[config.mk]
export PLATFORM = sky130hd
export DESIGN_NAME = pd_bmc_timing_bist_rx
export DESIGN_NICKNAME = d
export VERILOG_FILES = /design/src/pd_bmc_timing_pkg.sv /design/src/pd_bmc_timing_bist_rx.sv
export SDC_FILE = /design/constraint.sdc
export NUM_CORES = 1
export LEC_CHECK = 0
export ABC_CLOCK_PERIOD_IN_PS = 3500
export BUFFER_PORTS_ARGS = -buffer_cell sky130_fd_sc_hd__buf_4
export CAP_MARGIN = 0
export CORE_MARGIN = 2
export CORE_UTILIZATION = 60
export DETAILED_ROUTE_END_ITERATION = 16
export GPL_TIMING_DRIVEN = 0
export PLACE_DENSITY = 0.92
export SYNTH_ARGS = -nofsm -noshare
export SYNTH_HDL_FRONTEND = slang
export SYNTH_SLANG_ARGS = --single-unit
[constraint.sdc]
create_clock -name I_CLK -period 3.5 [get_ports I_CLK]
set_input_delay 0.525 -clock I_CLK [delete_from_list [all_inputs] [get_ports I_CLK]]
set_output_delay 0.525 -clock I_CLK [all_outputs]
set_load 0.05 [all_outputs]
[src/pd_bmc_timing_pkg.sv]
package pd_bmc_timing_pkg;

	// Register byte addresses
	localparam logic [15:0] ADDR_SQ_HOLD   = 16'h1aa9;
	localparam logic [15:0] ADDR_TX_BIT    = 16'h1ab0;
	localparam logic [15:0] ADDR_WINDOW    = 16'h1ab1;
	localparam logic [15:0] ADDR_ST_CTL    = 16'h1ac0;
	localparam logic [15:0] ADDR_ST_ERR_HI = 16'h1ac2;
	localparam logic [15:0] ADDR_ST_ERR_LO = 16'h1ac3;

	// Reset values
	localparam logic [7:0]  RST_SQ_HOLD = 8'h00;
	localparam logic [7:0]  RST_TX_BIT  = 8'h00;
	localparam logic [7:0]  RST_WINDOW  = 8'h00;
	localparam logic        RST_ST_EN   = 1'b0;
	localparam logic [15:0] RST_ERRORS  = 16'h0000;

	// Field positions in the self-test control register
	localparam int ST_EN_BIT  = 4;
	localparam int ST_RSV_LSB = 5;

	// Core cycles per programmed count step
	localparam logic [9:0] CYC_PER_COUNT = 10'h004;
	// Extra cycle of the squelch hold interval
	localparam logic [9:0] HOLD_EXTRA    = 10'h001;
	// Transitions that mark an active line
	localparam logic [1:0] EDGES_ACTIVE  = 2'h3;

	// Receive PRBS checker, Galois form
	localparam logic [15:0] PRBS_SEED = 16'hffff;
	localparam logic [15:0] PRBS_TAPS = 16'hb400;

	typedef enum logic [1:0] {SQ_OFF, SQ_ON, SQ_HOLD} sq_state_t;

	typedef struct packed {
		logic [7:0] sq_hold;
		logic [7:0] tx_bit;
		logic [7:0] window;
		logic       st_en;
	} cfg_t;

	localparam cfg_t CFG_RST = '{
		sq_hold: RST_SQ_HOLD,
		tx_bit:  RST_TX_BIT,
		window:  RST_WINDOW,
		st_en:   RST_ST_EN
	};

	typedef struct packed {
		cfg_t       cfg;
		logic [7:0] rdata;
		logic       rx_prev;
		logic       active;
		logic [1:0] edge_cnt;
		logic [9:0] win_cnt;
		sq_state_t  sq_st;
		logic [8:0] run_cnt;
		logic [9:0] hold_cnt;
		logic [7:0] tx_cnt;
		logic       tx_line;
		logic       tx_data;
		logic [15:0] lfsr;
		logic [15:0] errors;
	} state_t;

endpackage

[src/pd_bmc_timing_bist_rx.sv]
// Local design decision: the plain strobed port.
`timescale 1ns/100ps

// Notes on behaviour
// Squelch output stays active for the hold interval after the drop.
// Hold interval lasts programmed value times four plus one cycles.
// Software should program squelch hold to 23; resets to zero.
// Squelch drops when a level outlasts its maximum high or low time.
// Transmit bit period is bit-time count plus one cycles.
// Software should program bit-time count to 159 for 300 Kbps.
// Line is active after three transitions inside one window.
// Line goes idle after a full window without three transitions.
// Window lasts exactly programmed value times four cycles, no prescaler.
// Software keeps window between 12 and 20 us.
// Software should program window to 200; resets to zero.
// Bit 4 enables the self-test receiver; bits 7 to 5 read zero.
// Setting the enable reseeds the receive PRBS checker.
// Setting the enable clears the 16-bit error counter.
// Loopback self-test may be enabled with loopback on, auto response off.
// Software clears then sets the enable for each new request.
// Error count is 16 bits, read as upper and lower bytes.
// Reseed and clear happen only on a zero to one write.
module pd_bmc_timing_bist_rx
	import pd_bmc_timing_pkg::*;
(
	input  wire logic        I_CLK,
	input  wire logic        I_RST_N,
	input  wire logic [15:0] I_ADDR,
	input  wire logic [7:0]  I_WDATA,
	input  wire logic        I_WR,
	input  wire logic        I_RD,
	output      logic [7:0]  O_RDATA,
	input  wire logic        I_RX_LINE,
	input  wire logic [7:0]  I_RX_HI_MAX,
	input  wire logic [7:0]  I_RX_LO_MAX,
	output      logic        O_RX_ACTIVE,
	output      logic        O_RX_SQUELCH,
	input  wire logic        I_TX_EN,
	input  wire logic        I_TX_BIT,
	output      logic        O_TX_BIT_TAKE,
	output      logic        O_TX_LINE,
	input  wire logic        I_ST_BIT_VALID,
	input  wire logic        I_ST_BIT,
	output      logic        O_ST_RX_EN,
	output      logic [15:0] O_ST_ERRORS
);

	function automatic logic [9:0] scale4(input logic [7:0] v);
		logic [9:0] wide;
		wide = {2'b00, v};
		return 10'(wide * CYC_PER_COUNT);
	endfunction

	state_t     s_r;
	state_t     s_nxt;
	logic       rx_edge;
	logic [1:0] ecount;
	logic [9:0] win_len;
	logic [7:0] run_lim;
	logic       sq_drop;
	logic [7:0] tx_half;
	logic       wr_ctl;
	logic       st_rise;
	logic       prbs_exp;
	logic [7:0] rd_mux;

	always_comb begin
		s_nxt   = s_r;
		rx_edge = I_RX_LINE ^ s_r.rx_prev;
		ecount  = (s_r.edge_cnt == EDGES_ACTIVE || !rx_edge) ?
			s_r.edge_cnt : s_r.edge_cnt + 2'h1;
		win_len = scale4(s_r.cfg.window);
		run_lim = I_RX_LINE ? I_RX_HI_MAX : I_RX_LO_MAX;
		sq_drop = !rx_edge && (s_r.run_cnt > {1'b0, run_lim});
		tx_half = 8'(({1'b0, s_r.cfg.tx_bit} + 9'h001) >> 1);
		wr_ctl  = I_WR && I_ADDR == ADDR_ST_CTL;
		st_rise = wr_ctl && I_WDATA[ST_EN_BIT] && !s_r.cfg.st_en;
		prbs_exp = s_r.lfsr[15];

		// Register writes
		if (I_WR) begin
			unique case (I_ADDR)
				ADDR_SQ_HOLD: s_nxt.cfg.sq_hold = I_WDATA;
				ADDR_TX_BIT:  s_nxt.cfg.tx_bit = I_WDATA;
				ADDR_WINDOW:  s_nxt.cfg.window = I_WDATA;
				ADDR_ST_CTL:  s_nxt.cfg.st_en = I_WDATA[ST_EN_BIT];
				default: ;
			endcase
		end

		// Register reads, data valid in the next cycle only
		unique case (I_ADDR)
			ADDR_SQ_HOLD:   rd_mux = s_r.cfg.sq_hold;
			ADDR_TX_BIT:    rd_mux = s_r.cfg.tx_bit;
			ADDR_WINDOW:    rd_mux = s_r.cfg.window;
			ADDR_ST_CTL:    rd_mux = 8'(s_r.cfg.st_en) << ST_EN_BIT;
			ADDR_ST_ERR_HI: rd_mux = s_r.errors[15:8];
			ADDR_ST_ERR_LO: rd_mux = s_r.errors[7:0];
			default:        rd_mux = 8'h00;
		endcase
		s_nxt.rdata = I_RD ? rd_mux : 8'h00;

		// Activity detection over the transition window
		s_nxt.rx_prev = I_RX_LINE;
		if (s_r.cfg.window == 8'h00) begin
			s_nxt.active   = 1'b0;
			s_nxt.edge_cnt = 2'h0;
			s_nxt.win_cnt  = 10'h000;
		end else if (!s_r.active && s_r.edge_cnt == 2'h0) begin
			if (rx_edge) begin
				// Edge cycle is the first of the window's cycles
				s_nxt.edge_cnt = 2'h1;
				s_nxt.win_cnt  = win_len - 10'h002;
			end
		end else if (!s_r.active) begin
			if (ecount == EDGES_ACTIVE) begin
				s_nxt.active   = 1'b1;
				s_nxt.edge_cnt = 2'h0;
				s_nxt.win_cnt  = win_len - 10'h001;
			end else if (s_r.win_cnt == 10'h000) begin
				s_nxt.edge_cnt = 2'h0;
			end else begin
				s_nxt.edge_cnt = ecount;
				s_nxt.win_cnt  = s_r.win_cnt - 10'h001;
			end
		end else begin
			if (s_r.win_cnt == 10'h000) begin
				s_nxt.active   = (ecount == EDGES_ACTIVE);
				s_nxt.edge_cnt = 2'h0;
				s_nxt.win_cnt  = win_len - 10'h001;
			end else begin
				s_nxt.edge_cnt = ecount;
				s_nxt.win_cnt  = s_r.win_cnt - 10'h001;
			end
		end

		// Level run length for the squelch drop
		if (rx_edge) begin
			s_nxt.run_cnt = 9'h000;
		end else if (s_r.run_cnt != 9'h1ff) begin
			s_nxt.run_cnt = s_r.run_cnt + 9'h001;
		end

		// Squelch with hold
		unique case (s_r.sq_st)
			SQ_OFF: begin
				if (s_r.active) begin
					s_nxt.sq_st = SQ_ON;
				end
			end
			SQ_ON: begin
				if (sq_drop) begin
					s_nxt.sq_st    = SQ_HOLD;
					s_nxt.hold_cnt = scale4(s_r.cfg.sq_hold);
				end
			end
			SQ_HOLD: begin
				if (rx_edge) begin
					s_nxt.sq_st = SQ_ON;
				end else if (s_r.hold_cnt == 10'h000) begin
					s_nxt.sq_st = SQ_OFF;
				end else begin
					s_nxt.hold_cnt = s_r.hold_cnt - 10'h001;
				end
			end
		endcase

		// Transmit bit timing and biphase-mark encoding
		if (!I_TX_EN) begin
			s_nxt.tx_cnt = 8'h00;
		end else begin
			if (s_r.tx_cnt == 8'h00) begin
				s_nxt.tx_line = !s_r.tx_line;
				s_nxt.tx_data = I_TX_BIT;
			end else if (s_r.tx_cnt == tx_half && s_r.tx_data) begin
				s_nxt.tx_line = !s_r.tx_line;
			end
			if (s_r.tx_cnt == s_r.cfg.tx_bit) begin
				s_nxt.tx_cnt = 8'h00;
			end else begin
				s_nxt.tx_cnt = s_r.tx_cnt + 8'h01;
			end
		end

		// Self-test receive checker
		if (st_rise) begin
			s_nxt.lfsr   = PRBS_SEED;
			s_nxt.errors = RST_ERRORS;
		end else if (s_r.cfg.st_en && I_ST_BIT_VALID) begin
			s_nxt.lfsr = prbs_exp ? ((s_r.lfsr << 1) ^ PRBS_TAPS) :
				(s_r.lfsr << 1);
			if (I_ST_BIT != prbs_exp && s_r.errors != 16'hffff) begin
				s_nxt.errors = s_r.errors + 16'h0001;
			end
		end
	end

	always_ff @(posedge I_CLK) begin
		if (!I_RST_N) begin
			s_r      <= '0;
			s_r.cfg  <= CFG_RST;
			s_r.lfsr <= PRBS_SEED;
		end else begin
			s_r <= s_nxt;
		end
	end

	assign O_RDATA       = s_r.rdata;
	assign O_RX_ACTIVE   = s_r.active;
	assign O_RX_SQUELCH  = s_r.sq_st != SQ_OFF;
	assign O_TX_BIT_TAKE = I_TX_EN && s_r.tx_cnt == 8'h00;
	assign O_TX_LINE     = s_r.tx_line;
	assign O_ST_RX_EN    = s_r.cfg.st_en;
	assign O_ST_ERRORS   = s_r.errors;

	// Checking helpers
	logic [9:0] hold_len_r;
	logic [9:0] hold_exp_r;
	logic [8:0] gap_r;
	logic       gap_ok_r;

	always_ff @(posedge I_CLK) begin
		if (!I_RST_N) begin
			hold_len_r <= 10'h000;
			hold_exp_r <= 10'h000;
			gap_r      <= 9'h000;
			gap_ok_r   <= 1'b0;
		end else begin
			hold_len_r <= (s_r.sq_st == SQ_HOLD) ?
				hold_len_r + 10'h001 : 10'h000;
			if (s_r.sq_st == SQ_ON && sq_drop) begin
				hold_exp_r <= scale4(s_r.cfg.sq_hold) + HOLD_EXTRA;
			end
			gap_r <= O_TX_BIT_TAKE ? 9'h001 : gap_r + 9'h001;
			if (!I_TX_EN || (I_WR && I_ADDR == ADDR_TX_BIT)) begin
				gap_ok_r <= 1'b0;
			end else if (O_TX_BIT_TAKE) begin
				gap_ok_r <= 1'b1;
			end
		end
	end
endmodule

==> flow_summary.toml, run 1 <==
[status]
outcome = "finished clean"

[layout]
drive_gt1_frac = 0.1638
diodes = 0
final_cell_mix = "110 x dfxtp_1, 99 x buf_4, 93 x nor2_1"
fill_cells = 790
final_util = 0.7025
synthToLayoutAreaGrowth_pct = 14.93
layout_commonest_cell = "dfxtp_1"
fin_nets = 931

[route]
vias = 5849
drt_pre_antenna_iters = 5
ant_nets = 0
wl_per_cell_um = 14.63
drcViolationCount = 0
routed_via_density = 5.832
routed_wl_um = 14680
drt_iter0_drc = 542

[clock_network]
postCtsSetupBuffers = 0
clockBufferDepth = 2
clock-sinks = 110
clockRootBuffer = "clkbuf_8"
clkLatencyLatePin_ns = 0.39
cts_hold_buffers = 0
clkSlewWorstSetupHoldPaths_ns = 0.11
cts_tree = "yes"
ctsResizeCount = 0
h-tree-depth = 3
cts_buffers = 9

[floorplanning]
die_h_um = 106.1
core_area_mm2 = 0.01023
ios = 78
die_w_um = 106.1
die_area_mm2 = 0.01126
rows = 37
initial_core_util = 0.6112

[worst_setup_path]
critPathCaptureType = "output port"
arrival_ns = 2.14
rrSetupSlack_ns = 0.99
cp_top_family = "simple AND/OR/NAND/NOR gates"
cp_cell_sequence = "clkbuf_1 > or4_1 > nor4_1 > buf_4"
crit_fanout = 7
worst-path-buf-inv = 2
worst_path_largest_cell_delay_ns = 0.57
startpoint = "s_r[39]$_SDFF_PP0_"
cp_data_required_time_ns = 2.97
worstSetupPathType = "reg -> out"
start_kind = "register"
r2r_start = "s_r[42]$_SDFFE_PN0P_"
crit_path_top_delay_cell = "or4_1"

[pwr]
seqPwrFrac = 0.572
power_w = 0.002202
p_per_area_mw_per_mm2 = 306.4
peakVddDrop_v = 0.0002189
p_comb_frac = 0.071
p_clk_frac = 0.357
swShare = 0.2655
p_int_w = 0.001617
switchingPower_w = 0.0005846
total_leakage_power_nw = 2.979

[yosys]
synth_flop_cell = "dfxtp_1"
synth-edff-count = 0
async_flop_share = 0
ys_seq_elements = 110
yosysUniqueCellTypes = 59
syn_area_mm2 = 0.006253
avgSynthCellArea_um2 = 8.059
synth_nets = 845
synthCells = 776
synth.yosys.seq_area_share = 0.3521
synth_warnings = 0

[global_route]
grt_usage = 0.2642
grt_pass1_wl_um = 24490
grt_overflow = 0
grt_pass1_vias = 5322
grt_max_degree = 23
antenna_found_initial = 0

[sta]
rsz0062_at_grt = "no"
slew-limit-headroom = 0.5217
worst_pin_slew_ns = 0.7141
min_period_ns = 2.666
report.final.hold_viol_count = 0
finalSetupTns_ns = 0
timing.final.max_slew_violations = 0
fin_crit_sh = 0.7617
setup_viol = 0
clock_skew_ns = 0.01876
fmax_ghz = 0.3751

[min_path]
hold_class = "in -> reg"
hp-start = "I_TX_BIT"

[place]
dp.final_hpwl_um = 10820
io_buffers = 75
gp_congestion = 0.8901

[job]
cap_violations = 0
==> power by group through the flow <==
stage,clock [W],combinational (W),sequential (W)
3_5_place_dp,0,0.000154,0.00129
3_3_place_gp,0,0.000150,0.00129
4_1_cts,0.000794,0.000155,0.00126
5_1_grt,0.000847,0.000169,0.00126
6_report,0.000787,0.000157,0.00126
2_1_floorplan,0,0.0000790,0.00129
==> worst paths after layout <==
path                          endpoint  depth (start not counted)
setup reg to reg  s_r[43]$_SDFFE_PN0P_                         10
setup / recovery         O_TX_BIT_TAKE                          4
hold / removal    s_r[32]$_SDFFE_PN0P_                          3
hold reg to reg   s_r[30]$_SDFFE_PP1P_                          2
==> per-stage QoR <==
step           setup WS (ns)  hold slack (ns)  cell area (um^2)  cells
6_report              0.8341           0.3700              7187   1003
3_5_place_dp          0.6865           0.4542              6987    987
5_1_grt               0.7813           0.4037              7187   1003
2_1_floorplan         0.4155           0.4227              6254    776
4_1_cts               0.8617           0.3702              7187   1003
3_3_place_gp          0.7237           0.4334              6987    987
==> cells by family after synthesis <==
kind of cell	synth area share
buffers and inverters	0.07443
flip-flops	0.3521
AND/OR/NAND/NOR	0.2617
AO/OA/AOI/OAI	0.1219
multiplexers	0.07703
XOR/XNOR	0.07283
adder cells (fa/ha/maj)	0.04002
==> final cells by class <==
type / count / area [um^2] / share of cell area
clock buffers: 9 / 123.9 / 0.01724
multi-input cells: 574 / 3586 / 0.4990
repair buffers: 75 / 563.0 / 0.07834
plain buffers: 66 / 367.9 / 0.05118
flip-flops and latches: 110 / 2202 / 0.3064
well taps: 136 / 170.2 / 0.02368
clock inverters: 7 / 76.32 / 0.01062
inverters: 26 / 97.59 / 0.01358
==> Yosys cell counts (all sizes together), types with 14 or more instances <==
library cell	instances	area, um^2
dfxtp	110	2202
nor2	93	349.1
nand2	90	337.8
a21oi	53	265.3
mux2i	47	470.5
nand3	39	195.2
buf	35	251.5
xnor2	35	306.5
clkbuf	31	116.4
inv	26	97.59
ha	20	250.2
nor3	18	106.4
xor2	17	148.9
nor4	16	100.1
o21ai	16	80.08
o22ai	14	87.58
==> flip-flops by register name, indices dropped and copies added, names as in the netlist <==
register / flops
prbs_exp: 1
O_RDATA: 8
O_TX_LINE: 1
O_ST_ERRORS: 16
O_RX_ACTIVE: 1
O_ST_RX_EN: 1
s_r: 82
==> tightest hold or removal path, cell delays in order <==
cell     delay (ns)
buf_4          0.07
mux2i_1        0.05
nor2_1         0.07
==> metal layers <==
metal / GRT usage / vias to the layer above / share of wire / routed length (um)
li1: - / 2850 / - / -
met1: 0.3444 / 2693 / 0.42 / 6214
met2: 0.4438 / 271 / 0.48 / 7012
met3: 0.04537 / 35 / 0.075 / 1100
met4: 0.09023 / 0 / 0.024 / 347
met5: 0 / - / 0 / 0
(Power assumes the default switching activity.)
==> run 2: changes to the inputs <==
--- a/config.mk
+++ b/config.mk
@@ -5,14 +5,14 @@
 export SDC_FILE = /design/constraint.sdc
 export NUM_CORES = 1
 export LEC_CHECK = 0
-export ABC_CLOCK_PERIOD_IN_PS = 3500
+export ABC_CLOCK_PERIOD_IN_PS = 2670
 export BUFFER_PORTS_ARGS = -buffer_cell sky130_fd_sc_hd__buf_4
 export CAP_MARGIN = 0
 export CORE_MARGIN = 2
-export CORE_UTILIZATION = 60
+export CORE_UTILIZATION = 59
 export DETAILED_ROUTE_END_ITERATION = 16
 export GPL_TIMING_DRIVEN = 0
-export PLACE_DENSITY = 0.92
+export PLACE_DENSITY = 0.91
 export SYNTH_ARGS = -nofsm -noshare
 export SYNTH_HDL_FRONTEND = slang
 export SYNTH_SLANG_ARGS = --single-unit
==> constraint.sdc (replaced) <==
create_clock -name I_CLK -period 2.67 [get_ports I_CLK]
set_input_delay 0.4005 -clock I_CLK [delete_from_list [all_inputs] [get_ports I_CLK]]
set_output_delay 0.4005 -clock I_CLK [all_outputs]
set_load 0.05 [all_outputs]
==> run 2 against run 1 <==
Net effect: final area up 0.37%; via count down 0.70%; sequential power up 31%; largest power group unchanged; highest routed layer unchanged; first-iteration DRC count down 13%; worst setup slack worse by 0.62 ns; routed wire length down 2.7%; global-route usage down 1.7 points; non-clock buffer count unchanged; core utilization down 0.38 points; count of clock-buffer cells in the layout unchanged.
==> flow_summary.toml, run 2 (synthesized netlist as in run 1, its figures left out) <==
[min_path]
hold_class = "in -> reg"
whs_path_depth = 3

[clock_network]
cts_tree = "yes"
ctsResizeCount = 0
cts_buffers = 9
clock-sinks = 110
clockBufferDepth = 2
postCtsSetupBuffers = 0
clkSlewWorstSetupHoldPaths_ns = 0.10
clkLatencyLatePin_ns = 0.38
h-tree-depth = 3
clockRootBuffer = "clkbuf_8"
cts_hold_buffers = 0

[route]
ant_nets = 0
routed_wl_um = 14280
drt_iter0_drc = 471
wl_per_cell_um = 14.25
vias = 5808
routed_via_density = 5.796
drcViolationCount = 0
drt_pre_antenna_iters = 5

[global_route]
grt_max_degree = 18
grt_overflow = 0
grt_usage = 0.2467
antenna_found_initial = 0
grt_pass1_vias = 5091
grt_pass1_wl_um = 23120

[worst_setup_path]
critPathCaptureType = "register"
reg2regPathDepth = 9
start_kind = "register"
arrival_ns = 2.72
worstSetupPathType = "reg -> reg"
crit_fanout = 10
cp_data_required_time_ns = 2.93

[layout]
final_util = 0.6987
final_cell_mix = "110 x dfxtp_1, 99 x buf_4, 93 x nor2_1"
synthToLayoutAreaGrowth_pct = 15.35
top_register = "s_r"
fill_cells = 809
largest_reg_flops = 82
drive_gt1_frac = 0.1640
layout_commonest_cell = "dfxtp_1"
diodes = 0
fin_nets = 931

[pwr]
total_leakage_power_nw = 2.987
peakVddDrop_v = 0.0004314
p_per_area_mw_per_mm2 = 407.0

[sta]
clock_skew_ns = 0.01168
setup_viol = 0
fmax_ghz = 0.4071
slew-limit-headroom = 0.4549
report.final.hold_viol_count = 0
fin_crit_sh = 0.9201
min_period_ns = 2.457
worst_pin_slew_ns = 0.8139
timing.final.max_slew_violations = 0
finalSetupTns_ns = 0
rsz0062_at_grt = "no"

[place]
gp_congestion = 0.9103
io_buffers = 75
dp.final_hpwl_um = 10540

[floorplanning]
rows = 37
die_h_um = 107.0
die_w_um = 107.0
die_area_mm2 = 0.01144
core_area_mm2 = 0.01032
ios = 78
initial_core_util = 0.6057

[status]
outcome = "finished clean"

[job]
cap_violations = 0
run 2: cell types whose count changed in the layout (fill, tap and decap cells not counted):
cell        change
inv_6           -2
nor4_2          +1
bufinv_16       +2
nor4b_4         +1
inv_12          -1
clkinv_2        +1
clkinv_4        -1
nor4b_2         -1
inv_8           -3
nor4_1          -1
clkinvlp_4      +3
run 2: metal layers:
layer | global-route usage | wire length, um | vias up
met2 | 0.3976 | 6661 | 223
met5 | 0 | 0 | -
met1 | 0.3349 | 6421 | 2709
li1 | - | - | 2850
met3 | 0.04377 | 895 | 26
met4 | 0.08256 | 296 | 0
run 2: layout make-up:
class	instances	area, um^2	area share
well taps	136	170.2	0.02359
clock inverters	6	87.58	0.01214
clock buffers	9	123.9	0.01717
repair buffers	75	563.0	0.07806
plain buffers	66	367.9	0.05100
multi-input cells	574	3601	0.4992
inverters	26	97.59	0.01353
flip-flops and latches	110	2202	0.3053
run 2: final timing paths:
kind / slack (ns) / from / to
worst min register to register: 0.46 / s_r[16]$_SDFFE_PP1P_ / s_r[16]$_SDFFE_PP1P_
worst max register to register: 0.21 / s_r[63]$_SDFFE_PP0P_ / s_r[69]$_SDFFE_PP0P_
worst min-delay path: 0.27 / I_TX_BIT / s_r[32]$_SDFFE_PN0P_
worst max-delay path: 0.21 / s_r[63]$_SDFFE_PP0P_ / s_r[69]$_SDFFE_PP0P_
run 2: report_power, final:
part	internal (W)	total (W)	leakage [nW]	switching, W
Combinational	0.0000939	0.000202	2.00	0.000109
Sequential	0.00164	0.00165	0.887	0.00000407
Clock	0.000521	0.00108	0.0973	0.000563
Total	0.00226	0.00294	2.99	0.000676
run 2: worst max-delay path, stage by stage, from the launching register on:
cell	delay, ns
dfxtp_1	0.35
inv_1	0.07
ha_1	0.18
or3b_1	0.46
o31a_1	0.37
a31oi_4	0.31
buf_2	0.28
nor2_1	0.06
a21oi_1	0.16
o22ai_1	0.11
run 2: per-stage QoR:
stage | setup WS (ns) | instance area [um^2] | std cells | hold slack (ns) | power (W)
2_1_floorplan | 0.3005 | 6260 | 776 | 0.4227 | 0.001796
3_3_place_gp | 0.02341 | 6993 | 987 | 0.4316 | 0.001884
3_5_place_dp | -0.02117 | 6993 | 987 | 0.4403 | 0.001888
4_1_cts | 0.2386 | 7204 | 1002 | 0.2569 | 0.002955
5_1_grt | 0.07676 | 7213 | 1002 | 0.2765 | 0.003038
6_report | 0.2134 | 7213 | 1002 | 0.2679 | 0.002936
==> run 3: changes to the inputs <==
--- a/config.mk
+++ b/config.mk
@@ -8,6 +8,7 @@
 export ABC_CLOCK_PERIOD_IN_PS = 2670
 export BUFFER_PORTS_ARGS = -buffer_cell sky130_fd_sc_hd__buf_4
 export CAP_MARGIN = 0
+export CORE_ASPECT_RATIO = 0.75
 export CORE_MARGIN = 2
 export CORE_UTILIZATION = 59
 export DETAILED_ROUTE_END_ITERATION = 16
==> run 3 against run 2 <==
Net effect: via count shrank 0.33%; core utilization grew 0.85 points; routed wire length grew 8.1%; count of clock-buffer cells in the layout grew 1; register-to-register slack gained 0.03 ns; sequential share of layout area shrank 0.27 points; critical path depth shrank 1; sequential power is essentially flat; final cell count is essentially flat; global-route usage grew 2.8 points; combinational power grew 3%; non-clock buffer count is the same; critical path type unchanged; largest cell class unchanged; largest power group unchanged.
==> flow_summary.toml, run 3 (synthesized netlist as in run 1, its figures left out) <==
[status]
outcome = "finished clean"

[worst_setup_path]
rrSetupSlack_ns = 0.25
start_kind = "register"
crit_path_top_delay_cell = "or3b_1"
worst_path_largest_cell_delay_ns = 0.45
cp_data_required_time_ns = 2.90
crit_top_cell = "a211oi_1"
arrival_ns = 2.66
cp_cell_sequence = "inv_1 > ha_1 > or3b_1 > or2_1 > or4_1 > nand3b_1 > a211oi_1 > a211oi_1"
critPathCaptureType = "register"
cp_top_family = "simple AND/OR/NAND/NOR gates"
crit_fanout = 6
worstSetupPathType = "reg -> reg"
worst-path-buf-inv = 1

[sta]
fin_crit_sh = 0.9076
timing.final.max_slew_violations = 0
setup_viol = 0
fin_hold_ws_ns = 0.3128
slew-limit-headroom = 0.4387
clock_skew_ns = 0.007220
layout_setup_ws_ns = 0.2468
worst_pin_slew_ns = 0.8343
rsz0062_at_grt = "no"
report.final.hold_viol_count = 0
fmax_ghz = 0.4127
min_period_ns = 2.423

[layout]
layout_commonest_cell = "dfxtp_1"
diodes = 0
fin_cells = 1003
largest_reg_flops = 82
top_register = "s_r"
final_cell_mix = "110 x dfxtp_1, 99 x buf_4, 93 x nor2_1"
fin_nets = 931
seq_area_mm2 = 0.002202
synthToLayoutAreaGrowth_pct = 16.37
drive_gt1_frac = 0.1649
multi_input_area_mm2 = 0.003601
fill_cells = 783

[route]
vias = 5789
wl_per_cell_um = 15.39
ant_nets = 0
routed_via_density = 5.772
drt_pre_antenna_iters = 6
routed_wl_um = 15440
drcViolationCount = 0
drt_iter0_drc = 619

[global_route]
grt_use_met2 = 0.4360
grt.met1_usage = 0.3706
grt_usage = 0.2749
antenna_found_initial = 0
grt_pass1_wl_um = 25300
grt_overflow = 0
grt.met3_usage = 0.06402
top_usage_layer = "met2"
grt_max_degree = 18
grt_pass1_vias = 5350

[floorplanning]
die_area_mm2 = 0.01145
initial_core_util = 0.6077
die_h_um = 93.16
die_w_um = 122.9
ios = 78
core_area_mm2 = 0.01029
rows = 32

[place]
placed_cells = 987
io_buffers = 75
place_worst_setup_slack_ns = -0.06707
dp.final_hpwl_um = 11250
gp_congestion = 0.8915

[min_path]
hold_class = "in -> reg"

[clock_network]
h-tree-depth = 3
cts_buffers = 9
clockBufferDepth = 2
cts_tree = "yes"
clkLatencyLatePin_ns = 0.35
clock-sinks = 110
clkSlewWorstSetupHoldPaths_ns = 0.07
clockRootBuffer = "clkbuf_16"
postCtsSetupBuffers = 0

[pwr]
p_comb_frac = 0.067
switchingPower_w = 0.0007170
p_per_area_mw_per_mm2 = 427.5
swShare = 0.2305
seqPwrFrac = 0.530
p_clk_frac = 0.403
p_int_w = 0.002394
power_w = 0.003111
peakVddDrop_v = 0.0004113
total_leakage_power_nw = 3.028

[job]
cap_violations = 0
[run 3: cell types whose count changed in the layout (fill, tap and decap cells not counted), sizes merged]
| cell | delta |
|---|---|
| clkinv | +3 |
| bufinv | -2 |
| clkinvlp | -2 |
| clkbuf | +1 |
| inv | +1 |
[run 3: power by group through the flow]
stage          clock [W]  sequential (W)  combinational, W
6_report         0.00125         0.00165          0.000208
5_1_grt          0.00132         0.00165          0.000225
4_1_cts          0.00126         0.00165          0.000206
3_5_place_dp           0         0.00169          0.000204
3_3_place_gp           0         0.00169          0.000197
2_1_floorplan          0         0.00169          0.000104
[run 3: routing by layer]
layer	part of all wire	vias to the layer above
li1	-	2855
met1	0.45	2658
met2	0.45	236
met5	0	-
met4	0.023	0
met3	0.070	40
[run 3: final cells by class]
type                    count  area share
repair buffers             75     0.07737
plain buffers              66     0.05055
clock buffers              10     0.03284
clock inverters             6    0.004986
multi-input cells         574      0.4948
flip-flops and latches    110      0.3026
inverters                  26     0.01341
well taps                 136     0.02338
[run 3: path summary, 6_finish.rpt]
| kind | end | from | depth (start not counted) |
|---|---|---|---|
| worst max-delay path | s_r[63]$_SDFFE_PP0P_ | s_r[63]$_SDFFE_PP0P_ | 8 |
| worst min-delay path | s_r[87]$_SDFFE_PN0P_ | I_WDATA[1] | 3 |
| worst max register to register | s_r[63]$_SDFFE_PP0P_ | s_r[63]$_SDFFE_PP0P_ | 8 |
| worst min register to register | s_r[16]$_SDFFE_PP1P_ | s_r[16]$_SDFFE_PP1P_ | 2 |
[run 3: through the flow]
stage,setup TNS [ns],area [um^2],util
after floorplan,0,6260,-
after global placement,-0.01892,6993,0.6796
after detailed placement,-0.08610,6993,0.6796
after CTS,0,7268,0.7063
after global routing,0,7277,0.7072
final,0,7277,0.7072
[run 3: tightest hold or removal path: cells and delay by family]
family	cells	cell delay (ns)
multiplexers	1	0.06
AND/OR/NAND/NOR	1	0.08
buffers and inverters	1	0.09
[run 3: timing repair]
item	CTS	global route
endpoints found under the setup margin	0	1
hold buffers	0	0
resized for setup	0	1
